File: config.mk
export PLATFORM = sky130hd
export DESIGN_NAME = gp_ports
export DESIGN_NICKNAME = d
export VERILOG_FILES = /design/src/gp_pkg.sv /design/src/gp_pin_cell.sv /design/src/gp_opt_ctl.sv /design/src/gp_ports.sv
export VERILOG_INCLUDE_DIRS = /design/src
export SDC_FILE = /design/constraint.sdc
export NUM_CORES = 1
export LEC_CHECK = 0
export ABC_CLOCK_PERIOD_IN_PS = 5500
export BUFFER_PORTS_ARGS = -buffer_cell sky130_fd_sc_hd__buf_2
export CAP_MARGIN = 20
export CORE_ASPECT_RATIO = 1.5
export CORE_MARGIN = 2
export CORE_UTILIZATION = 55
export DETAILED_ROUTE_END_ITERATION = 16
export MAX_ROUTING_LAYER = met4
export PLACE_DENSITY = 0.81
export SETUP_SLACK_MARGIN = 0.15
export SYNTH_ARGS = -nofsm -noshare
export SYNTH_HDL_FRONTEND = slang
export SYNTH_HIERARCHICAL = 1
export SYNTH_SLANG_ARGS = --single-unit
export TNS_END_PERCENT = 5
File: constraint.sdc
create_clock -name clk -period 5.5 [get_ports clk]
set_input_delay 1.1 -clock clk [delete_from_list [all_inputs] [get_ports clk]]
set_output_delay 1.1 -clock clk [all_outputs]
set_load 0.02 [all_outputs]
File: src/gp_defines.svh
`ifndef GP_DEFINES_SVH
`define GP_DEFINES_SVH

// register addresses on the internal bus
`define GP_ADDR_OUT_A      16'hff02
`define GP_ADDR_OUT_B      16'hff03
`define GP_ADDR_OUT_C      16'hff04
`define GP_ADDR_DIR_A      16'hff22
`define GP_ADDR_DIR_B      16'hff23
`define GP_ADDR_DIR_C      16'hff24
`define GP_ADDR_PU_A       16'hff32
`define GP_ADDR_PU_B       16'hff33
`define GP_ADDR_PU_C       16'hff34
`define GP_ADDR_ANALOG     16'hff84

// reset values
`define GP_RST_DIR         8'hff
`define GP_RST_OUT         8'h00
`define GP_RST_PU          8'h00
`define GP_RST_ANALOG      8'h00

// implemented bits; unimplemented ones read as zero, but as one in the group a and b direction registers
// and as the reset pin level at bit 4 of the group b port register in port mode; the group c direction register keeps all eight bits
`define GP_MASK_A          8'h0f
`define GP_MASK_B          8'h04
`define GP_MASK_C          8'h09
`define GP_MASK_DIR_B      8'h04

// bit positions of the pins
`define GP_BIT_B_IO        2
`define GP_BIT_B_RST       4
`define GP_BIT_C_LO        0
`define GP_BIT_C_HI        3
`define GP_BIT_OSC_OUT     2
`define GP_BIT_OSC_IN      3

// option byte fields
`define GP_OPT_OSC_LSB     0
`define GP_OPT_OSC_MSB     1
`define GP_OPT_RST_FN      2

`endif

File: src/gp_pkg.sv
package gp_pkg;

    // system clock source chosen by the option byte
    typedef enum logic [1:0] {
        GP_OSC_INT  = 2'b00,
        GP_OSC_XTAL = 2'b01,
        GP_OSC_EXT  = 2'b10,
        GP_OSC_RSVD = 2'b11
    } gp_osc_e;

    // option capture sequence, gray along the path
    typedef enum logic [1:0] {
        GP_ST_WAIT = 2'b00,
        GP_ST_LOAD = 2'b01,
        GP_ST_RUN  = 2'b11
    } gp_state_e;

    // one internal bus request
    typedef struct packed {
        logic [15:0] addr;
        logic [7:0]  wdata;
        logic        wr;
        logic        rd;
        logic        bit_wr;
        logic [2:0]  bit_idx;
        logic        bit_val;
    } gp_bus_s;

endpackage

File: src/gp_pin_cell.sv
`timescale 1ns/1ps

module gp_pin_cell
    import gp_pkg::*;
(
    // configuration
    input  wire logic dir,
    input  wire logic latch,
    input  wire logic pu_sel,
    input  wire logic usable,
    input  wire logic analog,
    // pad
    input  wire logic pad_in,
    output logic      pad_out,
    output logic      pad_oe_n,
    output logic      pu_en,
    // read-back
    output logic      rd_bit
);
    logic digital;

    // a pin taken by the oscillator or the converter loses all port logic
    assign digital  = usable & ~analog;
    assign pad_out  = latch;
    assign pad_oe_n = ~(digital & ~dir);
    assign pu_en    = digital & dir & pu_sel;
    assign rd_bit   = digital & (dir ? pad_in : latch);

endmodule

File: src/gp_opt_ctl.sv
`timescale 1ns/1ps
`include "gp_defines.svh"

module gp_opt_ctl
    import gp_pkg::*;
(
    // clock and reset
    input  wire logic clk,
    input  wire logic rst,
    // option byte and shared pin
    input  wire logic [7:0] option_byte,
    input  wire logic       rst_pin,
    // decoded options
    output gp_osc_e         osc_sel,
    output logic            rst_pin_is_reset,
    output logic            loaded,
    output logic            ext_reset_req
);
    gp_state_e state;
    gp_state_e next_state;
    gp_osc_e   next_osc_sel;
    logic      next_rst_fn;

    // option byte is only referenced after the pin has gone high
    always_comb begin
        next_state   = state;
        next_osc_sel = osc_sel;
        next_rst_fn  = rst_pin_is_reset;
        case (state)
            GP_ST_WAIT: begin
                if (rst_pin) begin
                    next_state = GP_ST_LOAD;
                end
            end
            GP_ST_LOAD: begin
                next_osc_sel = gp_osc_e'(option_byte[`GP_OPT_OSC_MSB:`GP_OPT_OSC_LSB]);
                next_rst_fn  = option_byte[`GP_OPT_RST_FN];
                next_state   = GP_ST_RUN;
            end
            GP_ST_RUN: begin
                next_state = GP_ST_RUN;
            end
            default: begin
                next_state = GP_ST_WAIT;
            end
        endcase
    end

    // defaults keep the pin a reset input until the byte is read
    always_ff @(posedge clk) begin
        if (rst) begin
            state            <= GP_ST_WAIT;
            osc_sel          <= GP_OSC_INT;
            rst_pin_is_reset <= 1'b1;
        end else begin
            state            <= next_state;
            osc_sel          <= next_osc_sel;
            rst_pin_is_reset <= next_rst_fn;
        end
    end

    assign loaded = (state == GP_ST_RUN);
    // low pin holds reset before the read; afterwards only in reset mode
    assign ext_reset_req = ~rst_pin & (~loaded | rst_pin_is_reset);

endmodule

File: src/gp_ports.sv
`timescale 1ns/1ps
`include "gp_defines.svh"

module gp_ports
    import gp_pkg::*;
#(
    parameter int DATA_W = 8
)(
    // clock and reset
    input  wire logic              clk,
    input  wire logic              rst,
    // internal bus
    input  wire gp_bus_s           bus,
    output logic [DATA_W-1:0]      rdata,
    // option byte
    input  wire logic [7:0]        option_byte,
    output logic                   option_loaded,
    output logic                   ext_reset_req,
    output logic                   osc_in_is_clock,
    output logic                   osc_out_is_clock,
    // group a pads
    input  wire logic [3:0]        pa_in,
    output logic      [3:0]        pa_out,
    output logic      [3:0]        pa_oe_n,
    output logic      [3:0]        pa_pu_en,
    output logic      [3:0]        pa_analog_en,
    // group b pads
    input  wire logic              irq_shared_pin_b_in,
    output logic                   irq_shared_pin_b_out,
    output logic                   irq_shared_pin_b_oe_n,
    output logic                   irq_shared_pin_b_pu_en,
    input  wire logic              reset_shared_input,
    // group c pads, bit 0 and bit 3
    input  wire logic [1:0]        pc_in,
    output logic      [1:0]        pc_out,
    output logic      [1:0]        pc_oe_n,
    output logic      [1:0]        pc_pu_en,
    // interrupt input levels
    output logic                   irq_level_a,
    output logic                   irq_level_b
);
    // the register map is byte wide only
    if (DATA_W != 8) begin : g_check
        $error("gp_ports: DATA_W must be 8");
    end

    logic [7:0] dir_select_group_a, dir_select_group_b, dir_select_group_c;
    logic [7:0] out_latch_group_a, out_latch_group_b, out_latch_group_c;
    logic [7:0] pullup_select_group_a, pullup_select_group_b, pullup_select_group_c;
    logic [7:0] analog_mode_select;
    logic [7:0] next_dir_a, next_dir_b, next_dir_c;
    logic [7:0] next_out_a, next_out_b, next_out_c;
    logic [7:0] next_pu_a, next_pu_b, next_pu_c;
    logic [7:0] next_analog;
    logic [7:0] next_rdata;
    gp_osc_e    osc_sel;
    logic       rst_pin_is_reset;
    logic [6:0] c_dir, c_latch, c_pu, c_usable, c_analog, c_in;
    logic [6:0] c_out, c_oe_n, c_pu_en, c_rd;

    // byte write or single-bit write, limited to implemented bits
    function automatic logic [7:0] reg_next(input logic [7:0] old,
                                            input logic [15:0] addr,
                                            input logic [7:0] mask,
                                            input gp_bus_s b);
        logic [7:0] v;
        v = old;
        if (b.addr == addr && b.wr) begin
            v = (old & ~mask) | (b.wdata & mask);
        end else if (b.addr == addr && b.bit_wr && mask[b.bit_idx]) begin
            v[b.bit_idx] = b.bit_val;
        end
        return v;
    endfunction

    gp_opt_ctl u_opt (
        .clk              (clk),
        .rst              (rst),
        .option_byte      (option_byte),
        .rst_pin          (reset_shared_input),
        .osc_sel          (osc_sel),
        .rst_pin_is_reset (rst_pin_is_reset),
        .loaded           (option_loaded),
        .ext_reset_req    (ext_reset_req)
    );

    // oscillator pin ownership by clock source
    assign osc_in_is_clock  = (osc_sel == GP_OSC_XTAL) | (osc_sel == GP_OSC_EXT);
    assign osc_out_is_clock = (osc_sel == GP_OSC_XTAL);

    // register next values
    always_comb begin
        next_dir_a  = reg_next(dir_select_group_a, `GP_ADDR_DIR_A, `GP_MASK_A, bus);
        next_dir_b  = reg_next(dir_select_group_b, `GP_ADDR_DIR_B, `GP_MASK_DIR_B, bus);
        next_dir_c  = reg_next(dir_select_group_c, `GP_ADDR_DIR_C, 8'hff, bus);
        next_out_a  = reg_next(out_latch_group_a, `GP_ADDR_OUT_A, `GP_MASK_A, bus);
        next_out_b  = reg_next(out_latch_group_b, `GP_ADDR_OUT_B, `GP_MASK_B, bus);
        next_out_c  = reg_next(out_latch_group_c, `GP_ADDR_OUT_C, `GP_MASK_C, bus);
        next_pu_a   = reg_next(pullup_select_group_a, `GP_ADDR_PU_A, `GP_MASK_A, bus);
        next_pu_b   = reg_next(pullup_select_group_b, `GP_ADDR_PU_B, `GP_MASK_B, bus);
        next_pu_c   = reg_next(pullup_select_group_c, `GP_ADDR_PU_C, `GP_MASK_C, bus);
        next_analog = reg_next(analog_mode_select, `GP_ADDR_ANALOG, `GP_MASK_A, bus);
    end

    // register storage
    always_ff @(posedge clk) begin
        if (rst) begin
            dir_select_group_a    <= `GP_RST_DIR;
            dir_select_group_b    <= `GP_RST_DIR;
            dir_select_group_c    <= `GP_RST_DIR;
            out_latch_group_a     <= `GP_RST_OUT;
            out_latch_group_b     <= `GP_RST_OUT;
            out_latch_group_c     <= `GP_RST_OUT;
            pullup_select_group_a <= `GP_RST_PU;
            pullup_select_group_b <= `GP_RST_PU;
            pullup_select_group_c <= `GP_RST_PU;
            analog_mode_select    <= `GP_RST_ANALOG;
        end else begin
            dir_select_group_a    <= next_dir_a;
            dir_select_group_b    <= next_dir_b;
            dir_select_group_c    <= next_dir_c;
            out_latch_group_a     <= next_out_a;
            out_latch_group_b     <= next_out_b;
            out_latch_group_c     <= next_out_c;
            pullup_select_group_a <= next_pu_a;
            pullup_select_group_b <= next_pu_b;
            pullup_select_group_c <= next_pu_c;
            analog_mode_select    <= next_analog;
        end
    end

    // gather the seven io pins: a0..a3, b io, c0, c3
    always_comb begin
        c_dir    = {dir_select_group_c[`GP_BIT_C_HI], dir_select_group_c[`GP_BIT_C_LO],
                    dir_select_group_b[`GP_BIT_B_IO], dir_select_group_a[3:0]};
        c_latch  = {out_latch_group_c[`GP_BIT_C_HI], out_latch_group_c[`GP_BIT_C_LO],
                    out_latch_group_b[`GP_BIT_B_IO], out_latch_group_a[3:0]};
        c_pu     = {pullup_select_group_c[`GP_BIT_C_HI], pullup_select_group_c[`GP_BIT_C_LO],
                    pullup_select_group_b[`GP_BIT_B_IO], pullup_select_group_a[3:0]};
        c_usable = 7'h7f;
        c_usable[`GP_BIT_OSC_OUT] = ~osc_out_is_clock;
        c_usable[`GP_BIT_OSC_IN]  = ~osc_in_is_clock;
        c_analog = {3'h0, analog_mode_select[3:0]};
        c_in     = {pc_in, irq_shared_pin_b_in, pa_in};
    end

    for (genvar i = 0; i < 7; i++) begin : g_pin
        gp_pin_cell u_cell (
            .dir      (c_dir[i]),
            .latch    (c_latch[i]),
            .pu_sel   (c_pu[i]),
            .usable   (c_usable[i]),
            .analog   (c_analog[i]),
            .pad_in   (c_in[i]),
            .pad_out  (c_out[i]),
            .pad_oe_n (c_oe_n[i]),
            .pu_en    (c_pu_en[i]),
            .rd_bit   (c_rd[i])
        );
    end

    // pad outputs
    assign pa_out                 = c_out[3:0];
    assign pa_oe_n                = c_oe_n[3:0];
    assign pa_pu_en               = c_pu_en[3:0];
    assign pa_analog_en           = analog_mode_select[3:0] & c_usable[3:0];
    assign irq_shared_pin_b_out   = c_out[4];
    assign irq_shared_pin_b_oe_n  = c_oe_n[4];
    assign irq_shared_pin_b_pu_en = c_pu_en[4];
    assign pc_out                 = c_out[6:5];
    assign pc_oe_n                = c_oe_n[6:5];
    assign pc_pu_en               = c_pu_en[6:5];

    // in output mode the latch loops back, so a level change reaches the interrupt
    assign irq_level_a = c_rd[1];
    assign irq_level_b = c_rd[4];

    // read data; port registers return pin or latch per bit
    always_comb begin
        next_rdata = rdata;
        if (bus.rd) begin
            case (bus.addr)
                `GP_ADDR_OUT_A:  next_rdata = {4'h0, c_rd[3:0]};
                `GP_ADDR_OUT_B:  next_rdata = {3'h0, reset_shared_input & ~rst_pin_is_reset,
                                               1'b0, c_rd[4], 2'h0};
                `GP_ADDR_OUT_C:  next_rdata = {4'h0, c_rd[6], 2'h0, c_rd[5]};
                `GP_ADDR_DIR_A:  next_rdata = dir_select_group_a | ~8'(`GP_MASK_A);
                `GP_ADDR_DIR_B:  next_rdata = dir_select_group_b | ~8'(`GP_MASK_DIR_B);
                `GP_ADDR_DIR_C:  next_rdata = dir_select_group_c;
                `GP_ADDR_PU_A:   next_rdata = pullup_select_group_a;
                `GP_ADDR_PU_B:   next_rdata = pullup_select_group_b;
                `GP_ADDR_PU_C:   next_rdata = pullup_select_group_c;
                `GP_ADDR_ANALOG: next_rdata = analog_mode_select;
                default:         next_rdata = 8'h00;
            endcase
        end
    end

    // read data holds until the next read
    always_ff @(posedge clk) begin
        if (rst) begin
            rdata <= 8'h00;
        end else begin
            rdata <= next_rdata;
        end
    end
endmodule

==> metrics.cfg <==
[cells_and_area]
nets = 598
fill_cells = 627
diodes = 0
syn_to_final_growth_pct = 16.2
seq_area_um2 = 1300
drive_gt1_share_pct = 24.6
multiInputGateArea_um2 = 2510

[yosys]
synth_top_area_share_pct = 32.7
ys_ff_latch = 65
yosysSeqAreaShare_pct = 32.7
yosys.area.top_type = dfxtp_1
synth_commonest_cells = 65 x dfxtp_1, 41 x nor2_1, 33 x nand2_1
ys.flop_type = dfxtp_1
synth.most_common_cell = dfxtp_1
ys_types = 71
netlist_instances = 466
syn-cell-area_um2 = 3980
syn_area_per_cell_um2 = 8.54
ys_async_sr_fraction_pct = 0
synth_edf_count = 0
ys_warn_count = 6
netlist_top_cells_area = dfxtp_1 33%, mux2i_1 5.5%, nor2_1 3.9%

[global_route]
globalRouteTotalUtil_pct = 30.9
grt_pass1_vias = 3589
grt-ovfl-total = 0
antenna_found_initial = 0
grt_max_degree = 54
grt_pass1_wl_um = 17900

[placed_design]
port_buffers = 82
gp_congestion = 0.963
hpwl_um = 8740

[die]
die_w_um = 73.4
start_util_pct = 55.8
core_area_um2 = 7130
die_y_um = 108
die_area_um2 = 7940
fp-row-count = 38
io_pins = 88

[detailed_routing]
wl_met1_um = 4640
first_iter_violations = 327
top_layer_used = met4
ant_nets = 0
routed_wl_um = 11800
dr_wl_met3_um = 827
drcViolationCount = 0
vias = 3953
met2_length_um = 5840
viasPerCell = 6.25
post_drt_wl_per_cell_um = 18.7
first_pass_iters = 5

[sta]
max_freq_mhz = 304
worstMarginPinSlew_ns = 1.03
finalClockSkew_ns = 0.00694
setup-tns-final_ns = 0
final.min_clock_period_ns = 3.29
post-route-period-util_pct = 59.7
rsz0062_at_grt = no
setup_viol = 0
max-slew-margin-rel_pct = 31.1
slew_viol_final = 0
hold_violations = 0

[clock_network]
ctsHoldBuffers = 0
cts_buffer_depth = 2
cts_tree = built
clock_latency_ns = 0.36
cts_root_buf = clkbuf_8
cts_repair_resize_count = 0
htree_levels = 3
post_cts_buffers = 0
cts_sinks = 65
cts_buffers = 9
path_clk_slew_ns = 0.07

[power_and_ir_drop]
ir_drop_v = 0.000166
p_int_mw = 0.789
p_per_area_nw_per_um2 = 228
clock_power_share_pct = 44.3
switching_share_pct = 25.3
leakage_nw = 1.90
comb_power_share_pct = 10.7
power_mw = 1.06
power.switching_mw = 0.267
p_seq_share_pct = 45.0

[worst_setup_path]
crit_fanout = 13
crit_end = dir_select_group_c[4]$_SDFFE_PP1P_
worstRegToRegCells = 7
worstPathArrival_ns = 3.50
rrSetupSlack_ns = 3.88
endpoint_kind = flop
cp-startpoint = bus[15]
cp-start-kind = primary input
required_ns = 5.72
path_class = primary input to flop
reg2reg_from = dir_select_group_b[2]$_SDFFE_PP1P_
r2r-end = rdata[2]$_SDFFE_PP0P_

[min_path]
hold_path.class = flop to flop

[run_status]
status = completed

[run]
drv_cap = 0

[stage by stage]
step / cells / worst slack [ns] / util (%) / hold WS (ns) / cell area, um2
6_report: 632 / 2.21 / 64.8 / 0.442 / 4620
5_1_grt: 632 / 2.11 / 64.8 / 0.466 / 4620
4_1_cts: 632 / 2.25 / 64.8 / 0.446 / 4620
3_5_place_dp: 616 / 1.92 / 61.6 / 0.436 / 4390
3_3_place_gp: 616 / 2.00 / 61.6 / 0.435 / 4390
2_1_floorplan: 488 / 2.71 / - / 0.437 / 4060
[sequential cells by signal (all words and copies together) (netlist names)]
name	count
analog_mode_select	8
dir_select_group_c	8
pullup_select_group_a	8
pullup_select_group_b	8
pullup_select_group_c	8
rdata	8
dir_select_group_a	4
out_latch_group_a	4
out_latch_group_c	2
u_opt/osc_sel	2
u_opt/state	2
dir_select_group_b	1
out_latch_group_b	1
u_opt/rst_pin_is_reset	1
[worst min-delay path by stage]
stage | from | to | slack (ns) | depth (start not counted)
final | rdata[6]$_SDFFE_PP0P_ | rdata[6]$_SDFFE_PP0P_ | 0.44 | 2
after global routing | rdata[6]$_SDFFE_PP0P_ | rdata[6]$_SDFFE_PP0P_ | 0.47 | 2
after CTS | rdata[6]$_SDFFE_PP0P_ | rdata[6]$_SDFFE_PP0P_ | 0.45 | 2
after detailed placement | rdata[6]$_SDFFE_PP0P_ | rdata[6]$_SDFFE_PP0P_ | 0.44 | 2
after global placement | rdata[6]$_SDFFE_PP0P_ | rdata[6]$_SDFFE_PP0P_ | 0.43 | 2
after floorplan | pullup_select_group_b[6]$_SDFFE_PP0P_ | pullup_select_group_b[6]$_SDFFE_PP0P_ | 0.44 | 1
[kinds of logic (layout without fill, tap and decap cells)]
group | count (synthesis) | in the layout | share of synthesized area [%]
flip-flops | 65 | 65 | 32.7
AO/OA/AOI/OAI | 108 | 108 | 18.6
buffers and inverters | 50 | 114 | 6.19
adder cells (fa/ha/maj) | 2 | 2 | 0.629
multiplexers | 23 | 23 | 5.82
other | 2 | 24 | 0.189
AND/OR/NAND/NOR | 216 | 216 | 35.8
[worst max-delay path: stages]
cell	delay, ns
buf_2	0.19
nor4b_2	0.92
nand4_1	0.49
o41a_1	0.44
a311oi_1	0.24
o21ai_1	0.11
[per-layer routing]
metal	vias up	track usage (%)
met5	-	-
met4	0	16.5
met3	40	8.01
met2	191	49.2
met1	1856	35.0
li1	1866	-
[power groups by stage]
| stage | sequential, mW | combinational [mW] | clock (mW) |
|---|---|---|---|
| floorplan | 0.485 | 0.0725 | 0 |
| global placement | 0.486 | 0.108 | 0 |
| detailed placement | 0.486 | 0.110 | 0 |
| CTS | 0.475 | 0.110 | 0.473 |
| global route | 0.475 | 0.122 | 0.494 |
| finish | 0.475 | 0.113 | 0.468 |
[area by class of cell]
| type | count | share of cell area [%] |
|---|---|---|
| clock buffer | 11 | 3.28 |
| clock inverter | 5 | 1.68 |
| inverter | 14 | 1.14 |
| multi-input combinational | 373 | 54.4 |
| sequential | 65 | 28.2 |
| tap | 80 | 2.17 |
| timing repair buffer | 84 | 9.20 |
[cells in the final DEF, fill, tap and decap left out, drive strengths merged, types with 3 or more instances in the layout]
cell type	n
buf	84
dfxtp	65
nor2	41
nand2	33
o21ai	30
a21oi	24
conb	24
nor2b	24
mux2i	22
nand3	18
nor3	17
inv	14
nor4	14
nor3b	12
clkbuf	11
nand4	8
and4b	7
or3b	7
nand2b	6
a211oi	6
and3	6
a31oi	5
a22oi	5
a22o	4
a32oi	4
o31ai	4
or4b	4
nand4bb	3
o31a	3
a221oi	3
and2	3
Power figures use the tool's default switching activity.
